## src/serial_port_defines.svh

```systemverilog
// Purpose: constants of the clocked serial port: offsets, bit positions, reset values
// Assumes: included by bare name from the design files
// Notes: register offsets are word indices on a 3-bit register address
`ifndef SERIAL_PORT_DEFINES_SVH
`define SERIAL_PORT_DEFINES_SVH

// ----------------------------------------------------------------------------
// register offsets
// ----------------------------------------------------------------------------
`define BAUD_CONTROL_OFF 3'h0
`define RECEIVE_STATUS_CONTROL_OFF 3'h1
`define RATE_DIVISOR_LOW_OFF 3'h2
`define RATE_DIVISOR_HIGH_OFF 3'h3
`define TRANSMIT_DATA_OFF 3'h4
`define TRANSMIT_STATUS_CONTROL_OFF 3'h5
`define RECEIVE_DATA_OFF 3'h6
`define FLAG_STATUS_OFF 3'h7

// ----------------------------------------------------------------------------
// baud_control bits
// ----------------------------------------------------------------------------
`define BAUD_IDLE_BIT 6
`define BAUD_CLOCK_POLARITY_SELECT_BIT 4
`define BAUD_WIDE_BIT 3
`define BAUD_WAKE_BIT 1
`define BAUD_AUTO_BIT 0

// ----------------------------------------------------------------------------
// receive_status_control bits
// ----------------------------------------------------------------------------
`define RX_PORT_EN_BIT 7
`define RX_NINE_EN_BIT 6
`define RX_SINGLE_BIT 5
`define RX_CONT_BIT 4
`define RX_ADDR_EN_BIT 3
`define RX_FRAME_ERR_BIT 2
`define RX_OVERRUN_BIT 1
`define RX_NINTH_DATA_BIT 0

// ----------------------------------------------------------------------------
// transmit_status_control bits
// ----------------------------------------------------------------------------
`define TX_MASTER_BIT 7
`define TX_NINE_EN_BIT 6
`define TX_EN_BIT 5
`define TX_SYNC_BIT 4
`define TX_BREAK_BIT 3
`define TX_HIGH_RATE_BIT 2
`define TX_EMPTY_BIT 1
`define TX_NINTH_DATA_BIT 0

// ----------------------------------------------------------------------------
// reset values and counts
// ----------------------------------------------------------------------------
`define BAUD_CONTROL_RESET 8'h00
`define RECEIVE_STATUS_RESET 8'h00
`define TRANSMIT_STATUS_RESET 8'h00
`define RATE_DIVISOR_RESET 16'h0000
`define FIFO_ENTRIES 2

`endif

```

## src/serial_port_pkg.sv

```systemverilog
// Purpose: types shared by the clocked serial port
// Assumes: nothing
// Notes: one-hot engine states
package serial_port_pkg;
  typedef enum logic [3:0] {
    ST_IDLE = 4'b0001,
    ST_TX = 4'b0010,
    ST_RX = 4'b0100,
    ST_ARX = 4'b1000
  } engine_state_e;
endpackage

```

## src/serial_port_unit.sv

```systemverilog
// Purpose: clocked master/slave serial port with two-entry receive queue and break receive
// Assumes: core_clk 40 MHz; clock and data pins arrive unsynchronised
// Notes: one rate tick is one half period of the master clock, or one bit time when unclocked
`include "serial_port_defines.svh"
`timescale 1ns/100ps
`default_nettype none

module serial_port_unit #(
  parameter int ADDR_W = 3
) (
  input wire logic core_clk,
  input wire logic reset_n,
  input wire logic [ADDR_W-1:0] reg_addr,
  input wire logic [7:0] reg_wdata,
  input wire logic reg_write,
  input wire logic reg_read,
  output logic [7:0] reg_rdata,
  input wire logic clock_pin_in,
  output logic clock_pin_out,
  output logic clock_pin_oe,
  input wire logic data_line_pin_in,
  output logic data_line_pin_out,
  output logic data_line_pin_oe,
  output logic receive_flag,
  output logic transmit_flag
);
  import serial_port_pkg::*;

  if (ADDR_W != 3) begin : g_check
    $error("serial_port_unit: ADDR_W must be 3");
  end

  // --------------------------------------------------------------------------
  // state
  // --------------------------------------------------------------------------
  logic clock_polarity_select, wide_divider_select, wake_on_activity_enable;
  logic auto_rate_detect_enable, port_enable, rx_ninth_bit_enable;
  logic single_receive_enable, continuous_receive_enable, address_detect_enable;
  logic clock_source_master, tx_ninth_bit_enable, transmit_enable, sync_mode;
  logic send_break_request, high_rate_select, transmit_ninth_data_bit;
  logic [15:0] rate_divisor, rate_cnt;
  logic clk_s1, clk_s2, clk_s3, din_s1, din_s2, din_s3;
  engine_state_e state;
  logic [3:0] bit_cnt;
  logic [8:0] transmit_shifter, receive_shifter, tx_hold;
  logic hold_valid, clk_active, data_out, overrun_flag, overrun_cont, wake_flag;
  logic [9:0] fifo_mem [0:`FIFO_ENTRIES-1];
  logic wr_ptr, rd_ptr;
  logic [1:0] fifo_count;

  // first bit in is the lowest one; shift the eight-bit case down
  function automatic logic [8:0] align_char(input logic [8:0] sh, input logic nine);
    align_char = nine ? sh : {1'b0, sh[8:1]};
  endfunction

  // --------------------------------------------------------------------------
  // decode
  // --------------------------------------------------------------------------
  wire wr_baud = reg_write & (reg_addr == `BAUD_CONTROL_OFF);
  wire wr_receive_status_control = reg_write & (reg_addr == `RECEIVE_STATUS_CONTROL_OFF);
  wire wr_divl = reg_write & (reg_addr == `RATE_DIVISOR_LOW_OFF);
  wire wr_divh = reg_write & (reg_addr == `RATE_DIVISOR_HIGH_OFF);
  wire wr_txdata = reg_write & (reg_addr == `TRANSMIT_DATA_OFF);
  wire wr_transmit_status_control = reg_write & (reg_addr == `TRANSMIT_STATUS_CONTROL_OFF);
  wire rd_rxdata = reg_read & (reg_addr == `RECEIVE_DATA_OFF);
  wire st_idle = (state == ST_IDLE);
  wire st_tx = (state == ST_TX);
  wire st_rx = (state == ST_RX);
  wire st_arx = (state == ST_ARX);
  wire port_reset = ~port_enable; // clearing the port enable resets the port
  wire tick = (rate_cnt == 16'h0000);
  wire din_fall = din_s3 & ~din_s2;
  wire din_rise = ~din_s3 & din_s2;
  wire [3:0] nbits_tx = tx_ninth_bit_enable ? 4'h9 : 4'h8;
  wire [3:0] nbits_rx = rx_ninth_bit_enable ? 4'h9 : 4'h8;
  wire fifo_empty = (fifo_count == 2'h0);
  wire [9:0] fifo_top = fifo_mem[rd_ptr];

  // mode selection: in clocked mode, transmit enable with both receive enables clear means transmit
  wire clocked_on = sync_mode & port_enable;
  wire master = clocked_on & clock_source_master;
  wire tx_mode = clocked_on & transmit_enable & ~single_receive_enable
    & ~continuous_receive_enable;
  // slave ignores the single receive bit; overrun stops new characters
  wire rx_mode = clocked_on & ~overrun_flag & (continuous_receive_enable
    | (clock_source_master & single_receive_enable));
  wire busy = st_tx | st_rx;

  // edges of the link clock: generated as master, found on the pin as slave
  wire slave_lead = (clk_s3 == clock_polarity_select) & (clk_s2 != clock_polarity_select);
  wire slave_trail = (clk_s3 != clock_polarity_select) & (clk_s2 == clock_polarity_select);
  wire lead_ev = master ? (tick & busy & ~clk_active) : (clocked_on & busy & slave_lead);
  wire trail_ev = master ? (tick & busy & clk_active) : (clocked_on & busy & slave_trail);

  // engine events
  wire start_tx = st_idle & tx_mode & hold_valid;
  wire start_rx = st_idle & rx_mode;
  wire abort_rx = st_rx & ~rx_mode;
  wire wake_watch = wake_on_activity_enable & ~sync_mode & port_enable;
  wire arx_start = st_idle & ~sync_mode & port_enable & continuous_receive_enable
    & ~wake_on_activity_enable & din_fall;
  wire arx_sample = st_arx & tick;
  wire [8:0] rx_next = {din_s2, receive_shifter[8:1]};
  wire tx_last = st_tx & trail_ev & (bit_cnt == nbits_tx - 4'h1);
  wire rx_done = st_rx & trail_ev & (bit_cnt == nbits_rx - 4'h1);
  wire arx_done = arx_sample & (bit_cnt == nbits_rx + 4'h1);
  wire push_req = rx_done | arx_done;
  // stop bit sampled low marks a framing error; all-zero data with it is a break
  wire [9:0] push_word = arx_done ? {~din_s2, align_char(receive_shifter, rx_ninth_bit_enable)}
    : {1'b0, align_char(rx_next, rx_ninth_bit_enable)};
  wire single_receive_enable_clear = rx_done & clock_source_master & single_receive_enable;
  wire overrun_clear = overrun_cont ? ~continuous_receive_enable : rd_rxdata;

  // --------------------------------------------------------------------------
  // input synchronisers
  // --------------------------------------------------------------------------
  // two flops per pin; the third flop is the edge-detect history
  always_ff @(posedge core_clk or negedge reset_n) begin
    if (!reset_n) begin
      {clk_s1, clk_s2, clk_s3} <= 3'h0;
      {din_s1, din_s2, din_s3} <= 3'h7;
    end else begin
      {clk_s1, clk_s2, clk_s3} <= {clock_pin_in, clk_s1, clk_s2};
      {din_s1, din_s2, din_s3} <= {data_line_pin_in, din_s1, din_s2};
    end
  end

  // --------------------------------------------------------------------------
  // control registers
  // --------------------------------------------------------------------------
  // software writes win over hardware clears of the same bit
  always_ff @(posedge core_clk or negedge reset_n) begin
    if (!reset_n) begin
      {clock_polarity_select, wide_divider_select} <= 2'h0;
      {wake_on_activity_enable, auto_rate_detect_enable} <= 2'h0;
      {port_enable, rx_ninth_bit_enable, single_receive_enable} <= 3'h0;
      {continuous_receive_enable, address_detect_enable} <= 2'h0;
      {clock_source_master, tx_ninth_bit_enable, transmit_enable, sync_mode} <= 4'h0;
      {send_break_request, high_rate_select, transmit_ninth_data_bit} <= 3'h0;
      rate_divisor <= `RATE_DIVISOR_RESET;
    end else begin
      if (wr_baud) begin
        clock_polarity_select <= reg_wdata[`BAUD_CLOCK_POLARITY_SELECT_BIT];
        wide_divider_select <= reg_wdata[`BAUD_WIDE_BIT];
        wake_on_activity_enable <= reg_wdata[`BAUD_WAKE_BIT];
        auto_rate_detect_enable <= reg_wdata[`BAUD_AUTO_BIT];
      end else if (wake_watch & din_rise) begin
        wake_on_activity_enable <= 1'b0;
      end
      if (wr_receive_status_control) begin
        port_enable <= reg_wdata[`RX_PORT_EN_BIT];
        rx_ninth_bit_enable <= reg_wdata[`RX_NINE_EN_BIT];
        single_receive_enable <= reg_wdata[`RX_SINGLE_BIT];
        continuous_receive_enable <= reg_wdata[`RX_CONT_BIT];
        address_detect_enable <= reg_wdata[`RX_ADDR_EN_BIT];
      end else if (single_receive_enable_clear) begin
        single_receive_enable <= 1'b0;
      end
      if (wr_transmit_status_control) begin
        clock_source_master <= reg_wdata[`TX_MASTER_BIT];
        tx_ninth_bit_enable <= reg_wdata[`TX_NINE_EN_BIT];
        transmit_enable <= reg_wdata[`TX_EN_BIT];
        sync_mode <= reg_wdata[`TX_SYNC_BIT];
        send_break_request <= reg_wdata[`TX_BREAK_BIT];
        high_rate_select <= reg_wdata[`TX_HIGH_RATE_BIT];
        transmit_ninth_data_bit <= reg_wdata[`TX_NINTH_DATA_BIT];
      end
      if (wr_divl) rate_divisor[7:0] <= reg_wdata;
      if (wr_divh) rate_divisor[15:8] <= reg_wdata;
    end
  end

  // --------------------------------------------------------------------------
  // rate generator
  // --------------------------------------------------------------------------
  // restarted at half a bit on an unclocked start edge so samples land mid-bit
  always_ff @(posedge core_clk or negedge reset_n) begin
    if (!reset_n) rate_cnt <= 16'h0000;
    else if (port_reset) rate_cnt <= 16'h0000;
    else if (arx_start) rate_cnt <= {1'b0, rate_divisor[15:1]};
    else rate_cnt <= tick ? rate_divisor : rate_cnt - 16'h0001;
  end

  // --------------------------------------------------------------------------
  // transmit holding register
  // --------------------------------------------------------------------------
  // the ninth bit is taken at the write, so a later ninth-bit change hits the next character
  always_ff @(posedge core_clk or negedge reset_n) begin
    if (!reset_n) begin
      tx_hold <= 9'h000;
      hold_valid <= 1'b0;
    end else if (port_reset) begin
      hold_valid <= 1'b0;
    end else if (wr_txdata) begin
      tx_hold <= {transmit_ninth_data_bit & tx_ninth_bit_enable, reg_wdata};
      hold_valid <= 1'b1; // waits here while the shifter is busy
    end else if (start_tx) begin
      hold_valid <= 1'b0;
    end
  end

  // --------------------------------------------------------------------------
  // shift engine
  // --------------------------------------------------------------------------
  // data only, no start/stop framing in clocked mode
  always_ff @(posedge core_clk or negedge reset_n) begin
    if (!reset_n) begin
      state <= ST_IDLE;
      bit_cnt <= 4'h0;
      transmit_shifter <= 9'h000;
      receive_shifter <= 9'h000;
      clk_active <= 1'b0;
      data_out <= 1'b0;
    end else if (port_reset) begin
      state <= ST_IDLE;
      bit_cnt <= 4'h0;
      clk_active <= 1'b0;
      data_out <= 1'b0;
    end else begin
      case (state)
        ST_IDLE: begin
          bit_cnt <= 4'h0;
          if (start_tx) begin
            transmit_shifter <= tx_hold; // loaded at once; the first bit goes out on the next leading edge
            state <= ST_TX;
          end else if (start_rx) begin
            state <= ST_RX;
          end else if (arx_start) begin
            state <= ST_ARX;
          end
        end
        ST_TX: begin
          if (lead_ev) begin
            data_out <= transmit_shifter[0]; // low bit first, ninth last
            transmit_shifter <= {1'b0, transmit_shifter[8:1]};
            clk_active <= 1'b1;
          end else if (trail_ev) begin
            clk_active <= 1'b0;
            bit_cnt <= bit_cnt + 4'h1;
            if (tx_last) state <= ST_IDLE; // no clock beyond the last bit
          end
        end
        ST_RX: begin
          if (abort_rx) begin
            clk_active <= 1'b0; // clock stops at once, partial dropped
            state <= ST_IDLE;
          end else if (lead_ev) begin
            clk_active <= 1'b1;
          end else if (trail_ev) begin
            receive_shifter <= rx_next; // sampled on trailing edge
            clk_active <= 1'b0;
            bit_cnt <= bit_cnt + 4'h1;
            if (rx_done) state <= ST_IDLE; // continuous restarts next cycle
          end
        end
        ST_ARX: begin
          if (arx_sample) begin
            bit_cnt <= bit_cnt + 4'h1;
            if (bit_cnt == 4'h0 && din_s2) state <= ST_IDLE; // false start
            else if (bit_cnt != 4'h0 && bit_cnt <= nbits_rx) receive_shifter <= rx_next;
            if (arx_done) state <= ST_IDLE;
          end
        end
        default: state <= ST_IDLE;
      endcase
    end
  end

  // --------------------------------------------------------------------------
  // receive queue and flags
  // --------------------------------------------------------------------------
  // overrun set beats its own clear; queue content is never overwritten
  always_ff @(posedge core_clk or negedge reset_n) begin
    if (!reset_n) begin
      wr_ptr <= 1'b0;
      rd_ptr <= 1'b0;
      fifo_count <= 2'h0;
      overrun_flag <= 1'b0;
      overrun_cont <= 1'b0;
      wake_flag <= 1'b0;
    end else if (port_reset) begin
      wr_ptr <= 1'b0;
      rd_ptr <= 1'b0;
      fifo_count <= 2'h0;
      overrun_flag <= 1'b0;
      wake_flag <= 1'b0;
    end else begin
      if (push_req && fifo_count != 2'h2) begin
        fifo_mem[wr_ptr] <= push_word;
        wr_ptr <= ~wr_ptr;
      end
      if (rd_rxdata && !fifo_empty) rd_ptr <= ~rd_ptr;
      fifo_count <= fifo_count + {1'b0, push_req && fifo_count != 2'h2}
        - {1'b0, rd_rxdata && !fifo_empty};
      if (push_req && fifo_count == 2'h2) begin
        overrun_flag <= 1'b1;
        overrun_cont <= continuous_receive_enable;
      end else if (overrun_clear) begin
        overrun_flag <= 1'b0;
      end
      if (wake_watch && din_fall) wake_flag <= 1'b1;
      else if (rd_rxdata) wake_flag <= 1'b0;
    end
  end

  // --------------------------------------------------------------------------
  // pins and flags
  // --------------------------------------------------------------------------
  // idle level equals the polarity bit only a master drives the clock
  assign clock_pin_out = clk_active ^ clock_polarity_select;
  assign clock_pin_oe = master;
  // data driven whenever in transmit mode, idle or shifting, never while receiving
  assign data_line_pin_out = data_out;
  assign data_line_pin_oe = tx_mode;
  assign receive_flag = ~fifo_empty | wake_flag;
  assign transmit_flag = ~hold_valid;

  // --------------------------------------------------------------------------
  // register read
  // --------------------------------------------------------------------------
  // ninth bit and framing error follow the top unread entry
  wire [7:0] baud_rd = {1'b0, st_idle, 1'b0, clock_polarity_select, wide_divider_select,
    1'b0, wake_on_activity_enable, auto_rate_detect_enable};
  wire [7:0] receive_status_control_rd = {port_enable, rx_ninth_bit_enable, single_receive_enable,
    continuous_receive_enable, address_detect_enable, fifo_top[9] & ~fifo_empty,
    overrun_flag, fifo_top[8] & ~fifo_empty};
  wire [7:0] transmit_status_control_rd = {clock_source_master, tx_ninth_bit_enable, transmit_enable,
    sync_mode, send_break_request, high_rate_select, ~st_tx, transmit_ninth_data_bit};
  logic [7:0] read_mux;
  always_comb begin
    case (reg_addr)
      `BAUD_CONTROL_OFF: read_mux = baud_rd;
      `RECEIVE_STATUS_CONTROL_OFF: read_mux = receive_status_control_rd;
      `RATE_DIVISOR_LOW_OFF: read_mux = rate_divisor[7:0];
      `RATE_DIVISOR_HIGH_OFF: read_mux = rate_divisor[15:8];
      `TRANSMIT_STATUS_CONTROL_OFF: read_mux = transmit_status_control_rd;
      `RECEIVE_DATA_OFF: read_mux = fifo_empty ? 8'h00 : fifo_top[7:0];
      `FLAG_STATUS_OFF: read_mux = {6'h00, transmit_flag, receive_flag};
      default: read_mux = 8'h00;
    endcase
  end

  // read data stands only in the cycle after the strobe
  always_ff @(posedge core_clk or negedge reset_n) begin
    if (!reset_n) reg_rdata <= 8'h00;
    else reg_rdata <= reg_read ? read_mux : 8'h00;
  end
endmodule

`default_nettype wire

```

## config.mk

```make
export PLATFORM = sky130hd
export DESIGN_NAME = serial_port_unit
export DESIGN_NICKNAME = d
export VERILOG_FILES = /design/src/serial_port_pkg.sv /design/src/serial_port_unit.sv
export VERILOG_INCLUDE_DIRS = /design/src /design/src/src
export SDC_FILE = /design/constraint.sdc
export NUM_CORES = 1
export LEC_CHECK = 0
export ABC_CLOCK_PERIOD_IN_PS = 3400
export BUFFER_PORTS_ARGS = -buffer_cell sky130_fd_sc_hd__clkbuf_2
export CAP_MARGIN = 20
export CORE_MARGIN = 3
export CORE_UTILIZATION = 56
export DETAILED_ROUTE_END_ITERATION = 8
export GPL_TIMING_DRIVEN = 0
export MAX_ROUTING_LAYER = met4
export PLACE_DENSITY = 0.77
export SYNTH_ARGS = -nofsm -noshare
export SYNTH_HDL_FRONTEND = slang
export SYNTH_SLANG_ARGS = --single-unit
```

## constraint.sdc

```tcl
create_clock -name core_clk -period 3.4 [get_ports core_clk]
set_input_delay 0.68 -clock core_clk [delete_from_list [all_inputs] [get_ports core_clk]]
set_output_delay 0.68 -clock core_clk [all_outputs]
set_load 0.005 [all_outputs]
```

Word level (Yosys, flattened, before mapping)
Memory sizes are Yosys's and may differ from the RTL's.
Cells that the tools add are included.

storage, ports and cells
  bits in registers = 107
  memory bits (writable) = 20
  input port bits = 17
  output and inout port bits = 14
  word-level logic and storage cells = 261
  memories = 1

operators by class
  add/sub/neg operators = 7
  magnitude comparators = 1
  equal/unequal tests = 47
  multiplexer cells = 74
  bitwise operators = 67
  reduce and logical (&&, ||, !) cells = 24

memory list
  memory    words  width  read ports  clocked after Yosys merged registers in  write ports  RTL line                RTL
  fifo_mem  2      10     1           0                                        1            serial_port_unit.sv:47  logic [9:0] fifo_mem [0:`FIFO_ENTRIES-1];

operator list
  kind                   number
  $mux 9                 10
  $mux 4                 19
  $pmux 8 s7             1
  $and 1x1->1            48
  $mux 16                3
  $pmux 9 s2             2
  $mux 1                 32
  $pmux 4 s4             2
  $ne 2x1->1 const B     9
  $logic_not 16->1       1
  $mux 8                 2
  $sub 16x1->16 const B  1
  $not 1->1              14
  $eq 3x3->1 const B     4
  $eq 4x4->1             3
  $ne 3x1->1 const B     4
  $ne 4x2->1 const B     3
  $mux 10                1
  $ne 3x2->1 const B     3
  $reduce_and 9->1       1
  $add 4x1->4 const B    2
  $ne 2x2->1 const B     4
  $reduce_and 8->1       1
  $reduce_bool 2->1      4
  30 further kinds       46

Depth between registers and ports, before layout
Gate-level depths: netlist (run 1).

  word-level depth = 13
  gate-level depth with buffers = 13
  depth with buffers taken out = 13

Worst setup path after synthesis (run 1)
No wires, ideal clock.

  path kind = register to register
  start = register rate_cnt[0]
  end = memory fifo_mem[0][0], enable pin
  setup time = 0.390 ns
  data arrival time = 2.958 ns
  data required time = 3.010 ns
  slack = 0.052 ns
  cell stages (with the launch flop) = 9
  buffers on the path = 0
  clock period less this slack = 3.348 ns
  cell sequence = dfrtp_1 -> inv_1 -> ha_1 -> or4b_4 -> and4bb_2 -> a41oi_4 -> nor4_4 -> o21ai_1 -> nor3_1

between the ends
  longest elaborated chain between the ends = 12
  elaborated cells between the ends (all ways) = 14
  those cells by class = mux: 4; bitwise: 7; reduce/logical: 3

ends and longest elaborated chain
  what                                         RTL line                 RTL
  start: declaration                           serial_port_unit.sv:41   logic [15:0] rate_divisor, rate_cnt;
  start signal: assignment                     serial_port_unit.sv:180  else if (arx_start) rate_cnt <= {1'b0, rate_divisor[15:1]};
  start signal: assignment                     serial_port_unit.sv:181  else rate_cnt <= tick ? rate_divisor : rate_cnt - 16'h0001;
  $logic_not 16->1 (*)                         serial_port_unit.sv:71   wire tick = (rate_cnt == 16'h0000);
  $and 1x1->1 (2 in a row)                     serial_port_unit.sv:93   wire trail_ev = master ? (tick & busy & clk_active) : (clocked_on & busy & slave_trail);
  $mux 1                                       serial_port_unit.sv:93
  $and 1x1->1 (2 in a row)                     serial_port_unit.sv:105  wire rx_done = st_rx & trail_ev & (bit_cnt == nbits_rx - 4'h1);
  $or 1x1->1 (*)                               serial_port_unit.sv:107  wire push_req = rx_done | arx_done;
  $logic_and 1x1->1 (*)                        serial_port_unit.sv:288  if (push_req && fifo_count != 2'h2) begin
  $mux 1 (*)                                   serial_port_unit.sv:288
  $mux 1 (*)                                   serial_port_unit.sv:281  end else if (port_reset) begin
  $logic_and 1x1->1 (not written as such) (*)  serial_port_unit.sv:289  fifo_mem[wr_ptr] <= push_word;
  $mux 1 (not written as such) (*)             serial_port_unit.sv:289
  end: declaration                             serial_port_unit.sv:47

Every way passes the cells marked *; elsewhere a longest branch is shown, timed or not.

Final worst setup path (run 1)
  start = register rate_cnt[1]
  end = register fifo_count[1]

between the ends
  longest elaborated chain between the ends = 11
  elaborated cells between the ends (all ways) = 13
  those cells by class = add/sub: 2; mux: 2; bitwise: 7; reduce/logical: 2

ends and longest elaborated chain
  what                      RTL line                 RTL
  $logic_not 16->1 (*)      serial_port_unit.sv:71
  $and 1x1->1 (2 in a row)  serial_port_unit.sv:93
  $mux 1                    serial_port_unit.sv:93
  $and 1x1->1 (2 in a row)  serial_port_unit.sv:105
  $or 1x1->1 (*)            serial_port_unit.sv:107
  $logic_and 1x1->1 (*)     serial_port_unit.sv:293  fifo_count <= fifo_count + {1'b0, push_req && fifo_count != 2'h2}
  $add 2x1->2 (*)           serial_port_unit.sv:293
  $sub 2x1->2 (*)           serial_port_unit.sv:294  - {1'b0, rd_rxdata && !fifo_empty};
  $mux 2 (*)                serial_port_unit.sv:281
  end signal: assignment    serial_port_unit.sv:293
  end: declaration          serial_port_unit.sv:49   logic [1:0] fifo_count;

Marked as above.
A chain may end at the register's enable or synchronous reset.

==> flow_metrics.env, run 1 <==
export IMPL_syn_nets=618
export IMPL_fmaxAchievable_mhz=312.2
export IMPL_cp_start_kind="flop"
export IMPL_ioPinCount=31
export IMPL_layout_commonest_cell="dfrtp_1"
export IMPL_io_buffers=27
export IMPL_wl_per_cell_um=20.67
export IMPL_vias_per_cell=6.380
export IMPL_max_cap_violations=0
export IMPL_p_per_area_nw_per_um2=706.6
export IMPL_final_area_um2=7473
export IMPL_drt_iter0_drc=536
export IMPL_core_um2=11080
export IMPL_grt_pass1_wl_um=26800
export IMPL_rsz0062_at_grt="no"
export IMPL_yosysWarnings=0
export IMPL_seq_area_frac_synth=0.5047
export IMPL_layout_common_cells="dfrtp_1 (103), mux2_2 (66), nand2_1 (65), nor2_1 (36)"
export IMPL_critPathKind="flop to flop"
export IMPL_worstReg2RegStart="rate_cnt[1]"
export IMPL_period_minus_slack_ns=3.203
export IMPL_leakagePower_nw=3.133
export IMPL_crit_arrival_ns=3.48
export IMPL_ir_drop_mv=0.5776
export IMPL_place_hpwl_um=11490
export IMPL_cts_sinks=127
export IMPL_hold_path_class="input port to async pin"
export IMPL_initial_core_util=0.5872
export IMPL_drive_gt1_frac=0.2340
export IMPL_place_area_um2=6842
export IMPL_run_status="finished, final reports clean"
export IMPL_setup_viol_count_final=0
export IMPL_hold_violations=0
export IMPL_ys_flop_type="dfrtp_1"
export IMPL_synth_edf_count=20
export IMPL_crit_chain="inv_1, ha_1, or4b_4, and4bb_4, a41oi_4, nor4_4, o21ai_2, ha_1, inv_1, ha_1, xor2_1, xnor2_1, nor2_1"
export IMPL_overflow=0
export IMPL_final_nets=668
export IMPL_numCtsBuffers=17
export IMPL_via_count=5091
export IMPL_grt_pass1_vias=5233
export IMPL_critical_path_slowest_cell="or4b_4"
export IMPL_netlist_instances=595
export IMPL_grt_usage=0.2766
export IMPL_fin_setup_tns_ns=0
export IMPL_tightest_slew_ns=0.8539
export IMPL_clock_latency_ns=0.41
export IMPL_wl_um=16500
export IMPL_place_congestion=0.8867
export IMPL_clk_pin_slew_ns=0.05
export IMPL_slew_headroom=0.4307
export IMPL_diodes=0
export IMPL_die_w_um=113.8
export IMPL_syn_area_per_cell_um2=10.93
export IMPL_cts_path_max_buffers=2
export IMPL_critical_path_max_stage_delay_ns=0.52
export IMPL_crit_top_cell="ha_1"
export IMPL_fill_cells=829
export IMPL_utilization=0.6746
export IMPL_drc=0
export IMPL_slew_violations=0
export IMPL_crit_family="simple AND/OR/NAND/NOR gates"
export IMPL_startpoint="rate_cnt[1]"
export IMPL_required_ns=3.67
export IMPL_path_max_fanout=4
export IMPL_fin_crit_sh=0.9420
export IMPL_end_kind="flop"
export IMPL_synth_async_reset_ratio=0.8425
export IMPL_critical_path_buf_inv_count=2
export IMPL_die_height_um=113.8
export IMPL_yosys_cell_types_count=71
export IMPL_ctsHtreeMaxLevel=4
export IMPL_drtPass1Iterations=5
export IMPL_row_count=38
export IMPL_antenna_found_initial=0
export IMPL_hold_ws_ns=0.3461
export IMPL_detail_route_antenna_nets=0
export IMPL_tritoncts="yes"
export IMPL_grt_max_degree=109
export IMPL_syn_to_final_growth_pct=14.89
export IMPL_cts_root_buf="clkbuf_16"
export IMPL_clock_skew_ns=0.006003
export IMPL_netlist_area_um2=6505
export IMPL_ys_ff_latch=127
export IMPL_dieArea_um2=12940
## sequential cells by signal, summed over array words and instances (netlist names), 2 cells and up
register / count
transmit_shifter: 9
fifo_mem: 20
rate_cnt: 16
bit_cnt: 4
fifo_count: 2
receive_shifter: 9
rate_divisor: 16
state: 4
reg_rdata: 8
tx_hold: 9
## layer usage
layer	vias up	track usage	share of wire
met5	-	-	0
met4	0	0.1394	0.035
met3	51	0.06578	0.078
met2	262	0.4303	0.48
met1	2480	0.3398	0.41
li1	2298	-	-
## stage by stage
stage                     cells  power (mW)  setup WS [ns]
after floorplan             595       3.000        0.05220
after global placement      762       3.354        -0.9604
after detailed placement    765       3.417        -0.5011
after CTS                   798       5.239        0.09662
after global routing        798       5.530        0.04085
final                       798       5.281         0.1971
## repair_timing
action / in CTS / in global routing
pin swaps: 1 / 0
hold buffers: 0 / 0
resized for setup: 3 / 3
setup endpoints to repair: 22 / 5
buffers inserted: 1 / 0
## cells in the mapped netlist (all sizes together), types with 12 or more instances
master,count,area share
nand2,65,0.038
nor3,15,0.012
inv,15,0.0087
o211ai,12,0.014
nand3,16,0.012
o21ai,24,0.019
mux2,66,0.11
a21oi,17,0.013
dfrtp,103,0.40
nor2,36,0.021
mux2i,26,0.040
edfxtp,20,0.092
clkbuf,23,0.013
## worst paths after layout
path / slack, ns / depth (start not counted) / end
worst max-delay path: 0.20 / 13 / fifo_count[1]
min in group core_clk: 0.35 / 1 / din_s1
worst max register to register: 0.20 / 13 / fifo_count[1]
worst min-delay path: 0.35 / 1 / receive_shifter[3]
worst min register to register: 0.35 / 0 / clk_s2
max in group asynchronous: 2.44 / 1 / rate_divisor[10]
## power breakdown
part	total, mW	internal [mW]	switching [mW]
Clock	1.82	1.16	0.664
Sequential	2.05	1.80	0.253
Combinational	1.41	0.593	0.816
## area by class of cell
class / instances / area [µm²] / area share
inverters: 15 / 56.30 / 0.007534
well taps: 140 / 175.2 / 0.02344
flip-flops and latches: 127 / 3283 / 0.4393
clock inverters: 9 / 106.4 / 0.01423
clock buffers: 23 / 488.0 / 0.06529
plain buffers: 28 / 116.4 / 0.01557
repair buffers: 31 / 168.9 / 0.02260
multi-input cells: 425 / 3079 / 0.4120
## cells by family (layout without fill, tap and decap cells)
kind of cell / count (synthesis) / after routing / share of synthesized area
multiplexers: 92 / 92 / 0.1543
XOR/XNOR: 13 / 13 / 0.01750
AO/OA/AOI/OAI: 106 / 106 / 0.1168
AND/OR/NAND/NOR: 208 / 208 / 0.1687
flip-flops: 127 / 127 / 0.5047
buffers and inverters: 43 / 106 / 0.02654
adder cells (fa/ha/maj): 6 / 6 / 0.01154
No activity file was read; power rests on OpenSTA's default activity.
==> run 2: changes to the inputs <==
CORE_MARGIN = default   (was 3)
==> run 2 against run 1 <==
Effect of this change: maximum frequency grew 0.67%; first-iteration DRC count shrank 7.1%; combinational power is essentially flat; routed wire length grew 0.79%; final cell count is the same; sequential power is essentially flat; setup slack gained 0.021 ns; global-route usage grew 3.4 points; final area grew 0.30%; clock skew grew 0.0011 ns; worst hold slack lost 0.014 ns; non-clock buffer count is the same; critical endpoint unchanged.
==> flow_metrics.env, run 2 (same netlist as run 1, synthesis figures left out) <==
export IMPL_end_kind="flop"
export IMPL_syn_to_final_growth_pct=15.23
export IMPL_numCtsBuffers=17
export IMPL_required_ns=3.68
export IMPL_via_count=5142
export IMPL_critical_path_max_stage_delay_ns=0.52
export IMPL_fmaxAchievable_mhz=314.3
export IMPL_fin_crit_sh=0.9358
export IMPL_drtPass1Iterations=5
export IMPL_layout_common_cells="dfrtp_1 (103), mux2_2 (66), nand2_1 (65), nor2_1 (36)"
export IMPL_crit_chain="inv_1, ha_1, or4b_4, and4bb_4, a41oi_4, nor4_4, o21ai_2, ha_1, inv_1, ha_1, xor2_1, xnor2_1, nor2_1"
export IMPL_critPathKind="flop to flop"
export IMPL_timing_final_ws_setup_ns=0.2184
export IMPL_rsz0062_at_grt="no"
export IMPL_p_int_mw=3.656
export IMPL_leakagePower_nw=3.151
export IMPL_grt_pass1_wl_um=26640
export IMPL_vias_per_cell=6.444
export IMPL_ir_drop_mv=0.5202
export IMPL_p_sw_frac=0.3199
export IMPL_ioPinCount=31
export IMPL_clockPowerShare=0.359
export IMPL_place_hpwl_um=11670
export IMPL_row_count=38
export IMPL_comb_power_share=0.261
export IMPL_io_buffers=27
export IMPL_pre_cts_ws_ns=-0.3370
export IMPL_die_height_um=109.8
export IMPL_largest_register_ffs=20
export IMPL_initial_core_util=0.5872
export IMPL_place_congestion=0.9765
export IMPL_dp_cells=765
export IMPL_cts_path_max_buffers=2
export IMPL_critical_path_slowest_cell="or4b_4"
export IMPL_overflow=0
export IMPL_cts_sinks=127
export IMPL_max_cap_violations=0
export IMPL_hold_ws_ns=0.3319
export IMPL_fill_cells=808
export IMPL_cp_start_kind="flop"
export IMPL_hold_violations=0
export IMPL_critical_path_buf_inv_count=2
export IMPL_seqPwrFrac=0.380
export IMPL_clock_latency_ns=0.42
export IMPL_grt_max_degree=109
export IMPL_hold_path_class="input port to async pin"
export IMPL_largest_register="fifo_mem"
export IMPL_layout_commonest_cell="dfrtp_1"
export IMPL_fin_setup_tns_ns=0
export IMPL_clk_pin_slew_ns=0.06
export IMPL_final_nets=668
export IMPL_die_w_um=109.8
export IMPL_p_per_area_nw_per_um2=717.1
export IMPL_slew_violations=0
export IMPL_ctsHtreeMaxLevel=4
export IMPL_slew_headroom=0.3236
export IMPL_crit_arrival_ns=3.46
export IMPL_multi_input_area_um2=3067
export IMPL_p_switching_mw=1.719
export IMPL_clock_skew_ns=0.007109
export IMPL_drt_iter0_drc=498
export IMPL_grt_usage=0.3103
export IMPL_run_status="finished, final reports clean"
export IMPL_wl_um=16630
export IMPL_detail_route_antenna_nets=0
export IMPL_antenna_found_initial=0
export IMPL_core_um2=11080
export IMPL_path_max_fanout=4
export IMPL_drc=0
export IMPL_period_minus_slack_ns=3.182
export IMPL_dieArea_um2=12050
export IMPL_drive_gt1_frac=0.2310
export IMPL_tritoncts="yes"
export IMPL_diodes=0
export IMPL_crit_family="simple AND/OR/NAND/NOR gates"
export IMPL_setup_viol_count_final=0
export IMPL_crit_top_cell="ha_1"
export IMPL_top_regs="fifo_mem x20, rate_cnt x16, rate_divisor x16"
export IMPL_utilization=0.6766
export IMPL_grt_pass1_vias=5159
export IMPL_tightest_slew_ns=1.000
export IMPL_wl_per_cell_um=20.84
export IMPL_regArea_um2=3283
export IMPL_fin_cells=798
export IMPL_cts_root_buf="clkbuf_16"
[run 2: cell types whose count changed in the layout (fill, tap and decap cells not counted), moves of 2 or more]
| cell | change |
|---|---|
| clkbuf_8 | -2 |
| buf_4 | +2 |
| clkinvlp_4 | -2 |
| clkinv_4 | +2 |
| buf_2 | -2 |
| bufinv_16 | +2 |
[run 2: path summary, 6_finish.rpt]
check	start	endpoint	slack, ns	cells past startpoint
max	rate_cnt[0]	fifo_count[1]	0.22	13
min	reset_n	clk_s2	0.33	1
max reg2reg	rate_cnt[0]	fifo_count[1]	0.22	13
min reg2reg	clk_s1	clk_s2	0.35	0
max in group asynchronous	reset_n	reg_rdata[6]	2.45	1
min in group core_clk	data_line_pin_in	din_s1	0.34	1
[run 2: final cells by class]
type                            count  share of cell area
Clock buffer                       22             0.06193
Inverter                           15            0.007511
Timing Repair Buffer               31             0.02320
Multi-Input combinational cell    425              0.4091
Sequential cell                   127              0.4380
Tap cell                          140             0.02337
Clock inverter                     10             0.02137
Buffer                             28             0.01552
[run 2: stage by stage]
step                total power [mW]  area (µm²)
CTS                            5.336        7488
global placement               3.365        6815
detailed placement             3.413        6847
floorplan                      3.000        6505
finish                         5.375        7496
global route                   5.600        7496
[run 2: layer usage]
layer / track usage / up-vias / wire [µm]
met5: - / - / 0
met4: 0.1600 / 0 / 796
met3: 0.06698 / 74 / 1118
met2: 0.4793 / 251 / 7844
met1: 0.3853 / 2523 / 6868
li1: - / 2294 / -
[run 2: repair_timing]
item                                    CTS  global route
pin swaps                                 1             2
endpoints found under the setup margin   22             7
gates cloned                              0             0
gates resized for setup                   2             2
hold buffers                              0             0
setup buffers                             1             0
[run 2: power groups by stage]
stage,Clock [mW],Combinational [mW],Sequential (mW)
6_report,1.93,1.40,2.04
4_1_cts,1.93,1.37,2.04
2_1_floorplan,0,1.03,1.97
3_3_place_gp,0,1.32,2.04
5_1_grt,2.00,1.53,2.07
3_5_place_dp,0,1.35,2.06
